### src/scp_pkg.sv
package scp_pkg;
   localparam logic [1:0] SCP_OP_READ = 2'h2;
   localparam logic [1:0] SCP_OP_WRITE = 2'h1;
   localparam logic [5:0] SCP_ADDR_UNLOCK = 6'h10;
   localparam logic [5:0] SCP_ADDR_BURN_RSV = 6'h11;
   localparam logic [5:0] SCP_ADDR_BURN_ZERO = 6'h12;
   localparam logic [5:0] SCP_ADDR_BURN_CFG = 6'h13;
   localparam logic [5:0] SCP_ADDR_BURN_SUPPLY = 6'h14;
   localparam logic [5:0] SCP_ADDR_BURN_CAL = 6'h1B;
   localparam logic [5:0] SCP_ADDR_SUPPLY = 6'h15;
   localparam logic [5:0] SCP_ADDR_CAL = 6'h17;
   localparam logic [7:0] SCP_KEY_UNLOCK = 8'hAB;
   localparam logic [7:0] SCP_KEY_RSV = 8'hA1;
   localparam logic [7:0] SCP_KEY_ZERO = 8'hA2;
   localparam logic [7:0] SCP_KEY_CFG = 8'hA3;
   localparam logic [7:0] SCP_KEY_SUPPLY = 8'hA4;
   localparam logic [7:0] SCP_KEY_CAL = 8'hA5;
   localparam logic [7:0] SCP_REG_RESET = 8'h00;
   localparam int SCP_CMD_BITS = 8;
   localparam int SCP_FRAME_BITS = 16;
   localparam int SCP_CLK_NS = 25;
   localparam int SCP_SCK_MAX_KHZ = 1000;
   localparam int SCP_GAP_NS = 300;
   // half period of the generated serial clock, rounded up so rate stays under max
   localparam int SCP_HALF_CYC = (1000000 / SCP_SCK_MAX_KHZ / 2 + SCP_CLK_NS - 1) / SCP_CLK_NS;
   localparam int SCP_GAP_CYC = (SCP_GAP_NS + SCP_CLK_NS - 1) / SCP_CLK_NS;
   typedef enum logic [1:0] {
      SCP_H_IDLE = 2'b00,
      SCP_H_SHIFT = 2'b01,
      SCP_H_GAP = 2'b10
   } scp_hstate_t;
endpackage

### src/scp_if.sv
`timescale 1ns/1ps
interface scp_if;
   logic protocol_select;
   logic shared_serial_clock_pin;
   logic shared_latch_or_datain_pin;
   logic shared_dataout_pin;
   logic dataout_oe;
   modport dev (
      input protocol_select,
      input shared_serial_clock_pin,
      input shared_latch_or_datain_pin,
      output shared_dataout_pin,
      output dataout_oe
   );
   modport host (
      output protocol_select,
      output shared_serial_clock_pin,
      output shared_latch_or_datain_pin,
      input shared_dataout_pin,
      input dataout_oe
   );
endinterface

### src/scp_device.sv
`timescale 1ns/1ps
// Functional notes
// - select low enables configuration port
// - select high: port silent, position readout
// - host clock between 10 kHz and 1 MHz
// - read: code 10, address, eight data clocks
// - device shifts on fall, host samples rise
// - write: code 01, address, data, MSB first
// - idle clock and data held high
// - clock high whenever select changes
// - clock high 300 ns between commands
// - host reads back written registers
// - key AB at 0x10 unlocks registers
// - key A1 at 0x11 burns 0x00-0x01
// - key A2 at 0x12 burns 0x02-0x03
// - key A3 at 0x13 burns 0x04-0x06
// - key A4 at 0x14 burns supply setting
// - key A5 at 0x1B burns calibration
// - nonvolatile only through matching key
// - power-up reloads registers from OTP
module scp_device
   import scp_pkg::*;
#(
   parameter int NREG = 64
) (
   input wire logic sck,
   input wire logic nrst,
   scp_if.dev link,
   output logic [7:0] burn_pulse_count,
   output logic unlocked,
   output logic [NREG*8-1:0] reg_image
);
   logic [7:0] regs_r [NREG];
   logic [7:0] otp_r [NREG];
   logic [14:0] shift_r;
   logic [4:0] cnt_r;
   logic [7:0] rd_r;
   logic rd_act_r;
   logic unlock_r;
   logic boot_r;
   logic [7:0] burn_cnt_r;
   logic active;
   logic [15:0] frame;
   logic frame_done;
   logic [5:0] waddr;
   logic [7:0] wdata;
   logic is_write;
   logic wr_ok;
   logic [5:0] raddr;
   logic [5:0] raddr_hold;
   logic [7:0] rd_first;
   logic oe_r;

   // fixed-open addresses per unlock table
   function automatic logic never_locked(input logic [5:0] a);
      never_locked = (a <= 6'h03) || (a == SCP_ADDR_UNLOCK) || (a == SCP_ADDR_BURN_RSV)
         || (a == SCP_ADDR_BURN_ZERO) || (a == SCP_ADDR_BURN_CAL);
   endfunction

   // which burn command covers address a, given key write at command address c
   function automatic logic burn_covers(input logic [5:0] c, input logic [7:0] k,
                                        input logic [5:0] a);
      burn_covers = ((c == SCP_ADDR_BURN_RSV) && (k == SCP_KEY_RSV) && (a <= 6'h01))
         || ((c == SCP_ADDR_BURN_ZERO) && (k == SCP_KEY_ZERO) && (a >= 6'h02) && (a <= 6'h03))
         || ((c == SCP_ADDR_BURN_CFG) && (k == SCP_KEY_CFG) && (a >= 6'h04) && (a <= 6'h06))
         || ((c == SCP_ADDR_BURN_SUPPLY) && (k == SCP_KEY_SUPPLY) && (a == SCP_ADDR_SUPPLY))
         || ((c == SCP_ADDR_BURN_CAL) && (k == SCP_KEY_CAL) && (a == SCP_ADDR_CAL));
   endfunction

   assign active = !link.protocol_select;
   assign frame = {shift_r, link.shared_latch_or_datain_pin};
   assign frame_done = active && (cnt_r == 5'(SCP_FRAME_BITS - 1));
   assign waddr = frame[13:8];
   assign wdata = frame[7:0];
   assign is_write = frame_done && (frame[15:14] == SCP_OP_WRITE);
   assign wr_ok = is_write && (unlock_r || never_locked(waddr));
   assign raddr = frame[5:0];

   // bit counter and shift register; the link clock only runs inside frames
   always_ff @(posedge sck or negedge nrst) begin
      if (!nrst) begin
         cnt_r <= '0;
         shift_r <= '0;
      end else if (!active) begin
         cnt_r <= '0;
      end else begin
         shift_r <= frame[14:0];
         cnt_r <= frame_done ? 5'h00 : cnt_r + 5'h01;
      end
   end

   // read command seen after eight bits: load data for the next eight clocks
   always_ff @(posedge sck or negedge nrst) begin
      if (!nrst) begin
         rd_act_r <= 1'b0;
      end else if (!active || frame_done) begin
         rd_act_r <= 1'b0;
      end else if (cnt_r == 5'(SCP_CMD_BITS - 1)) begin
         rd_act_r <= (frame[7:6] == SCP_OP_READ);
      end
   end

   // output shifts after falling edge so host samples stable on rise
   always_ff @(negedge sck or negedge nrst) begin
      if (!nrst) begin
         rd_r <= 8'hFF;
      end else if (cnt_r == 5'(SCP_CMD_BITS) && rd_act_r) begin
         rd_r <= {regs_r[raddr_hold][6:0], 1'b1};
      end else begin
         rd_r <= {rd_r[6:0], 1'b1};
      end
   end

   // address latched once the command byte is in
   always_ff @(posedge sck or negedge nrst) begin
      if (!nrst) begin
         raddr_hold <= '0;
      end else if (active && cnt_r == 5'(SCP_CMD_BITS - 1)) begin
         raddr_hold <= raddr;
      end
   end
   assign rd_first = regs_r[raddr_hold];

   // first data bit appears at the falling edge after the address bit
   always_ff @(negedge sck or negedge nrst) begin
      if (!nrst) begin
         link.shared_dataout_pin <= 1'b1;
         oe_r <= 1'b0;
      end else if (cnt_r == 5'(SCP_CMD_BITS) && rd_act_r) begin
         link.shared_dataout_pin <= rd_first[7];
         oe_r <= 1'b1;
      end else if (rd_act_r && active) begin
         link.shared_dataout_pin <= rd_r[7];
         oe_r <= 1'b1;
      end else begin
         link.shared_dataout_pin <= 1'b1;
         oe_r <= 1'b0;
      end
   end

   // no falling edge follows a frame, so gate the enable; select high frees the pin at once
   assign link.dataout_oe = oe_r && rd_act_r && active;

   // register file, unlock, burn and power-up reload
   always_ff @(posedge sck or negedge nrst) begin
      if (!nrst) begin
         unlock_r <= 1'b0;
         boot_r <= 1'b1;
         burn_cnt_r <= '0;
         for (int i = 0; i < NREG; i++) begin
            regs_r[i] <= SCP_REG_RESET;
         end
      end else if (boot_r) begin
         boot_r <= 1'b0;
         for (int i = 0; i < NREG; i++) begin
            regs_r[i] <= otp_r[i];
         end
      end else if (wr_ok) begin
         if (waddr == SCP_ADDR_UNLOCK) begin
            unlock_r <= (wdata == SCP_KEY_UNLOCK);
         end
         if (waddr >= SCP_ADDR_BURN_RSV && waddr <= SCP_ADDR_BURN_CAL
             && burn_covers(waddr, wdata, SCP_ADDR_SUPPLY) | burn_covers(waddr, wdata, 6'h00)
             | burn_covers(waddr, wdata, 6'h02) | burn_covers(waddr, wdata, 6'h04)
             | burn_covers(waddr, wdata, SCP_ADDR_CAL)) begin
            burn_cnt_r <= burn_cnt_r + 8'h01;
         end
         if (waddr < SCP_ADDR_UNLOCK || waddr > SCP_ADDR_BURN_CAL) begin
            regs_r[waddr] <= wdata;
         end else if (waddr > SCP_ADDR_BURN_SUPPLY && waddr < SCP_ADDR_BURN_CAL) begin
            regs_r[waddr] <= wdata;
         end
      end
   end

   // otp array: no reset, models fuses kept across power cycles
   always_ff @(posedge sck) begin
      for (int i = 0; i < NREG; i++) begin
         if (wr_ok && burn_covers(waddr, wdata, 6'(i))) begin
            otp_r[i] <= regs_r[i];
         end
      end
   end

   assign burn_pulse_count = burn_cnt_r;
   assign unlocked = unlock_r;
   genvar g;
   generate
      for (g = 0; g < NREG; g++) begin : g_img
         assign reg_image[g*8 +: 8] = regs_r[g];
      end
   endgenerate
endmodule

### src/flat_wrapper.sv
// flat-port wrapper written by rule: the top's interface ports become plain ports
module scp_device_flat import scp_pkg::*;
#(
   parameter int NREG = 64
)
  (sck, nrst, burn_pulse_count, unlocked, reg_image, link_protocol_select, link_shared_serial_clock_pin, link_shared_latch_or_datain_pin, link_shared_dataout_pin, link_dataout_oe);
  scp_if link_i ();
  input wire logic sck;
  input wire logic nrst;
  output logic [7:0] burn_pulse_count;
  output logic unlocked;
  output logic [NREG*8-1:0] reg_image;
  input wire logic [$bits(link_i.protocol_select)-1:0] link_protocol_select;
  input wire logic [$bits(link_i.shared_serial_clock_pin)-1:0] link_shared_serial_clock_pin;
  input wire logic [$bits(link_i.shared_latch_or_datain_pin)-1:0] link_shared_latch_or_datain_pin;
  output wire logic [$bits(link_i.shared_dataout_pin)-1:0] link_shared_dataout_pin;
  output wire logic [$bits(link_i.dataout_oe)-1:0] link_dataout_oe;
  assign link_i.protocol_select = link_protocol_select;
  assign link_i.shared_serial_clock_pin = link_shared_serial_clock_pin;
  assign link_i.shared_latch_or_datain_pin = link_shared_latch_or_datain_pin;
  assign link_shared_dataout_pin = link_i.shared_dataout_pin;
  assign link_dataout_oe = link_i.dataout_oe;
  scp_device #(.NREG(NREG)) u_core (.sck(sck), .nrst(nrst), .link(link_i), .burn_pulse_count(burn_pulse_count), .unlocked(unlocked), .reg_image(reg_image));
endmodule
### config.mk
export PLATFORM = sky130hd
export DESIGN_NAME = scp_device_flat
export DESIGN_NICKNAME = d
export VERILOG_FILES = /design/src/scp_pkg.sv /design/src/scp_if.sv /design/src/scp_device.sv /design/src/flat_wrapper.sv
export SDC_FILE = /design/constraint.sdc
export NUM_CORES = 1
export LEC_CHECK = 0
export BUFFER_PORTS_ARGS = -buffer_cell sky130_fd_sc_hd__buf_2
export CAP_MARGIN = 20
export CELL_PAD_IN_SITES_DETAIL_PLACEMENT = 1
export CELL_PAD_IN_SITES_GLOBAL_PLACEMENT = 1
export CORE_MARGIN = 3
export CORE_UTILIZATION = 41
export CTS_BUF_LIST = sky130_fd_sc_hd__clkbuf_8
export CTS_CLUSTER_SIZE = 12
export DETAILED_ROUTE_END_ITERATION = 12
export PLACE_DENSITY = 0.9
export SLEW_MARGIN = 20
export SYNTH_ARGS = -nofsm -noshare
export SYNTH_HDL_FRONTEND = slang
export SYNTH_SLANG_ARGS = --single-unit
### constraint.sdc
create_clock -name sck -period 3.9 [get_ports sck]
set_input_delay 0.195 -clock sck [delete_from_list [all_inputs] [get_ports sck]]
set_output_delay 0.195 -clock sck [all_outputs]
set_load 0.03 [all_outputs]
==> metrics.txt <==
CTS buffer count 109; Die Y between 200 and 300 µm; WL met2 65.1 mm; Max rail drop VDD ~240 µV; row count 98; Clock Latency Late Sink 740 ps; final-report max-slew violation count 0; Worst R2R Path Depth 9; global-route wire length before repair 200 mm; worst flop-to-flop path endpoint u_core.rd_r[2]$_DFF_NN1_; Critical Path Fanout Max 13; die width 276 µm; Final WS setup -304 ps; register area share after synthesis 0.541; core area 71,700 µm²; IO Port Bufs 526; clk slew on worst S/H paths 60 ps; DR WL/cell 31.3 µm; post-synthesis cell count 2,810; Synth async-reset ratio 0.886; WP data required about 2600 ps; slew margin rel. 0.192; Setup crit start kind flop; initial antenna violation count 4; Met1 Wirelength 48.7 mm; R2R Setup Slk -300 ps; CTS tree done; multi-input logic area approximately 13,000 µm²; Primary FF master, synth dfrtp_1; register area about 16,000 µm²; GRT Total Usage 0.357; Post-Synthesis Mean Instance Area 10.6 µm²; Pre-antenna DRT Iters 8; P&R area growth vs syn 24.2%; Setup CP Type reg2reg; Starting Density 0.416; num ports between 500 and 600; Post-DP Area 34,200 µm²; Syn Nets between 2,000 and 3,000; Tightest Pin Transition 1210 ps; final setup vio count 8; vias in the first global route just under 30,000; Hold Path Class in2async; share of cells above drive strength 1 0.330; max_cap viols 0; Clock Path Buffers 3; Die ar. around 76,000 µm²; total power roughly 16 mW; RR Startpoint u_core.raddr_hold[0]$_DFFE_PN0P_; YS warnings 0; Post-Syn Area 29,800 µm²; P_leak 17.1 nW; Vias/cell 6.35; clk sinks 630; Met3 Routed Length 14.7 mm; H-tree Lvls 3; GP Congestion 0.933; endpoints failing hold 0; uppermost layer routed met5; Design Area, Final 37,000 µm²; Setup Skew 95.2 ps; EDFF count, synth 72; Worst setup EP type flop; DRC 0; Nets 3,389; antenna-violating nets left 0; RSZ-0062 raised after global routing true; dpl hpwl 94.2 mm; CP arrival 2880 ps; Root Driver clkbuf_8; initial DRC count approximately 3,400; Total Wirelength 139 mm; Vias 28,100; failing checks setup timing; status finished with violations; Yosys cell types 62; gr ovfl total 0; Yosys reg bits 630; Filler Cell Count 7,937; pwr/cell area 443 nW/µm²; largest net degree at the start of global routing about 200
## worst max-delay path: stages (launching register included)
cell and delay (ps):
dfrtp_4 440, buf_12 140, buf_6 120, buf_16 160
mux4_2 570, a22oi_1 230, buf_4 180, a21oi_2 70
a21oi_1 150, nand3_1 80
## metal layers
metal,up-vias,track usage
li1,11100,-
met1,14400,0.433
met2,2032,0.567
met3,543,0.0959
met4,2,0.223
met5,-,0
## layout make-up
| cell class | count | area share |
|---|---|---|
| flip-flops and latches | 630 | 0.436 |
| multi-input cells | 1904 | 0.347 |
| repair buffers | 718 | 0.121 |
| clock buffers | 137 | 0.0509 |
| well taps | 950 | 0.0321 |
| clock inverters | 70 | 0.0117 |
| inverters | 10 | 0.00101 |
| diodes | 4 | 0.000270 |
## power by group
part | internal [mW] | switching, mW | leakage, nW
Clock | 3.49 | 2.99 | 1.34
Combinational | 0.783 | 2.12 | 7.62
Sequential | 6.75 | 0.275 | 8.17
## cell families (layout without fill, tap and decap cells)
family | Yosys count | after routing | share of synthesized area
AO/OA/AOI/OAI | 573 | 573 | 0.105
XOR/XNOR | 8 | 8 | 0.00235
adder cells (fa/ha/maj) | 3 | 3 | 0.00126
buffers and inverters | 276 | 935 | 0.0368
flip-flops | 630 | 630 | 0.541
multiplexers | 323 | 323 | 0.159
other | 1 | 5 | 0.000126
AND/OR/NAND/NOR | 996 | 996 | 0.155
## cells in the mapped netlist, types with 11 or more instances
cell | count | area (µm²)
buf_2 | 41 | 205
nor2_1 | 107 | 402
mux2_2 | 69 | 777
a31oi_1 | 57 | 357
inv_1 | 11 | 41.3
buf_1 | 17 | 63.8
nand2_1 | 474 | 1780
nor2b_1 | 113 | 707
clkbuf_1 | 204 | 766
mux2i_1 | 141 | 1410
and3_1 | 18 | 113
a21oi_1 | 379 | 1900
a22oi_1 | 43 | 323
nor3_1 | 11 | 55.1
mux4_2 | 113 | 2540
edfxtp_1 | 72 | 2160
nand3_1 | 215 | 1080
o21ai_0 | 67 | 335
dfrtp_1 | 548 | 13700
## state kept, by name, indices dropped and copies added, names as in the netlist, 5 cells and up
| register | cells |
|---|---|
| u_core.burn_pulse_count | 8 |
| u_core.cnt_r | 5 |
| u_core.otp_r | 72 |
| u_core.raddr_hold | 6 |
| u_core.rd_r | 7 |
| u_core.reg_image | 512 |
| u_core.shift_r | 15 |
## cell usage in the layout, fill, tap and decap left out, drive strengths merged, types with 13 or more instances in the layout
cell	n
mux4	113
mux2i	141
dfrtp	548
nor2b	113
clkinv	18
buf	713
nor3	13
clkbuf	138
nand3	224
inv	52
o21ai	68
mux2	69
a31oi	57
nor2	107
edfxtp	72
and3	18
nand2	474
a22oi	43
a21oi	379
## per-stage QoR
stage / util / TNS, ps / setup slack, ps / hold WS [ps] / instances
final: 0.516 / -2060 / -304 / 21.0 / 4423
after global routing: 0.516 / -2650 / -399 / 46.3 / 4420
after CTS: 0.514 / -2020 / -293 / 8.81 / 4417
after detailed placement: 0.476 / -2790 / -406 / 178 / 4189
after global placement: 0.476 / -2330 / -365 / 172 / 4189
after floorplan: - / 0 / 6.63 / -101 / 2810
## what timing repair did
| action | 4_1_cts | 5_1_grt |
|---|---|---|
| setup endpoints to repair | 8 | 8 |
| hold endpoints to repair | 52 | 0 |
| cloned | 3 | 1 |
| pin swaps | 13 | 10 |
| setup buffers | 16 | 2 |
| hold buffers | 4 | 0 |
| gates resized for setup | 43 | 22 |
## worst max path at each step
stage                                           startpoint                                        to  depth (start not counted)
after floorplan           u_core.raddr_hold[0]$_DFFE_PN0P_                  u_core.rd_r[1]$_DFF_NN1_                          6
after global placement    u_core.raddr_hold[0]$_DFFE_PN0P_  u_core.link.shared_dataout_pin$_DFF_NN1_                          7
final                     u_core.raddr_hold[0]$_DFFE_PN0P_                  u_core.rd_r[2]$_DFF_NN1_                          9
after global routing      u_core.raddr_hold[0]$_DFFE_PN0P_                  u_core.rd_r[2]$_DFF_NN1_                          9
after CTS                 u_core.raddr_hold[0]$_DFFE_PN0P_                  u_core.rd_r[1]$_DFF_NN1_                          7
after detailed placement  u_core.raddr_hold[0]$_DFFE_PN0P_                  u_core.rd_r[7]$_DFF_NN1_                          7
No activity file was read; power rests on OpenSTA's default activity.
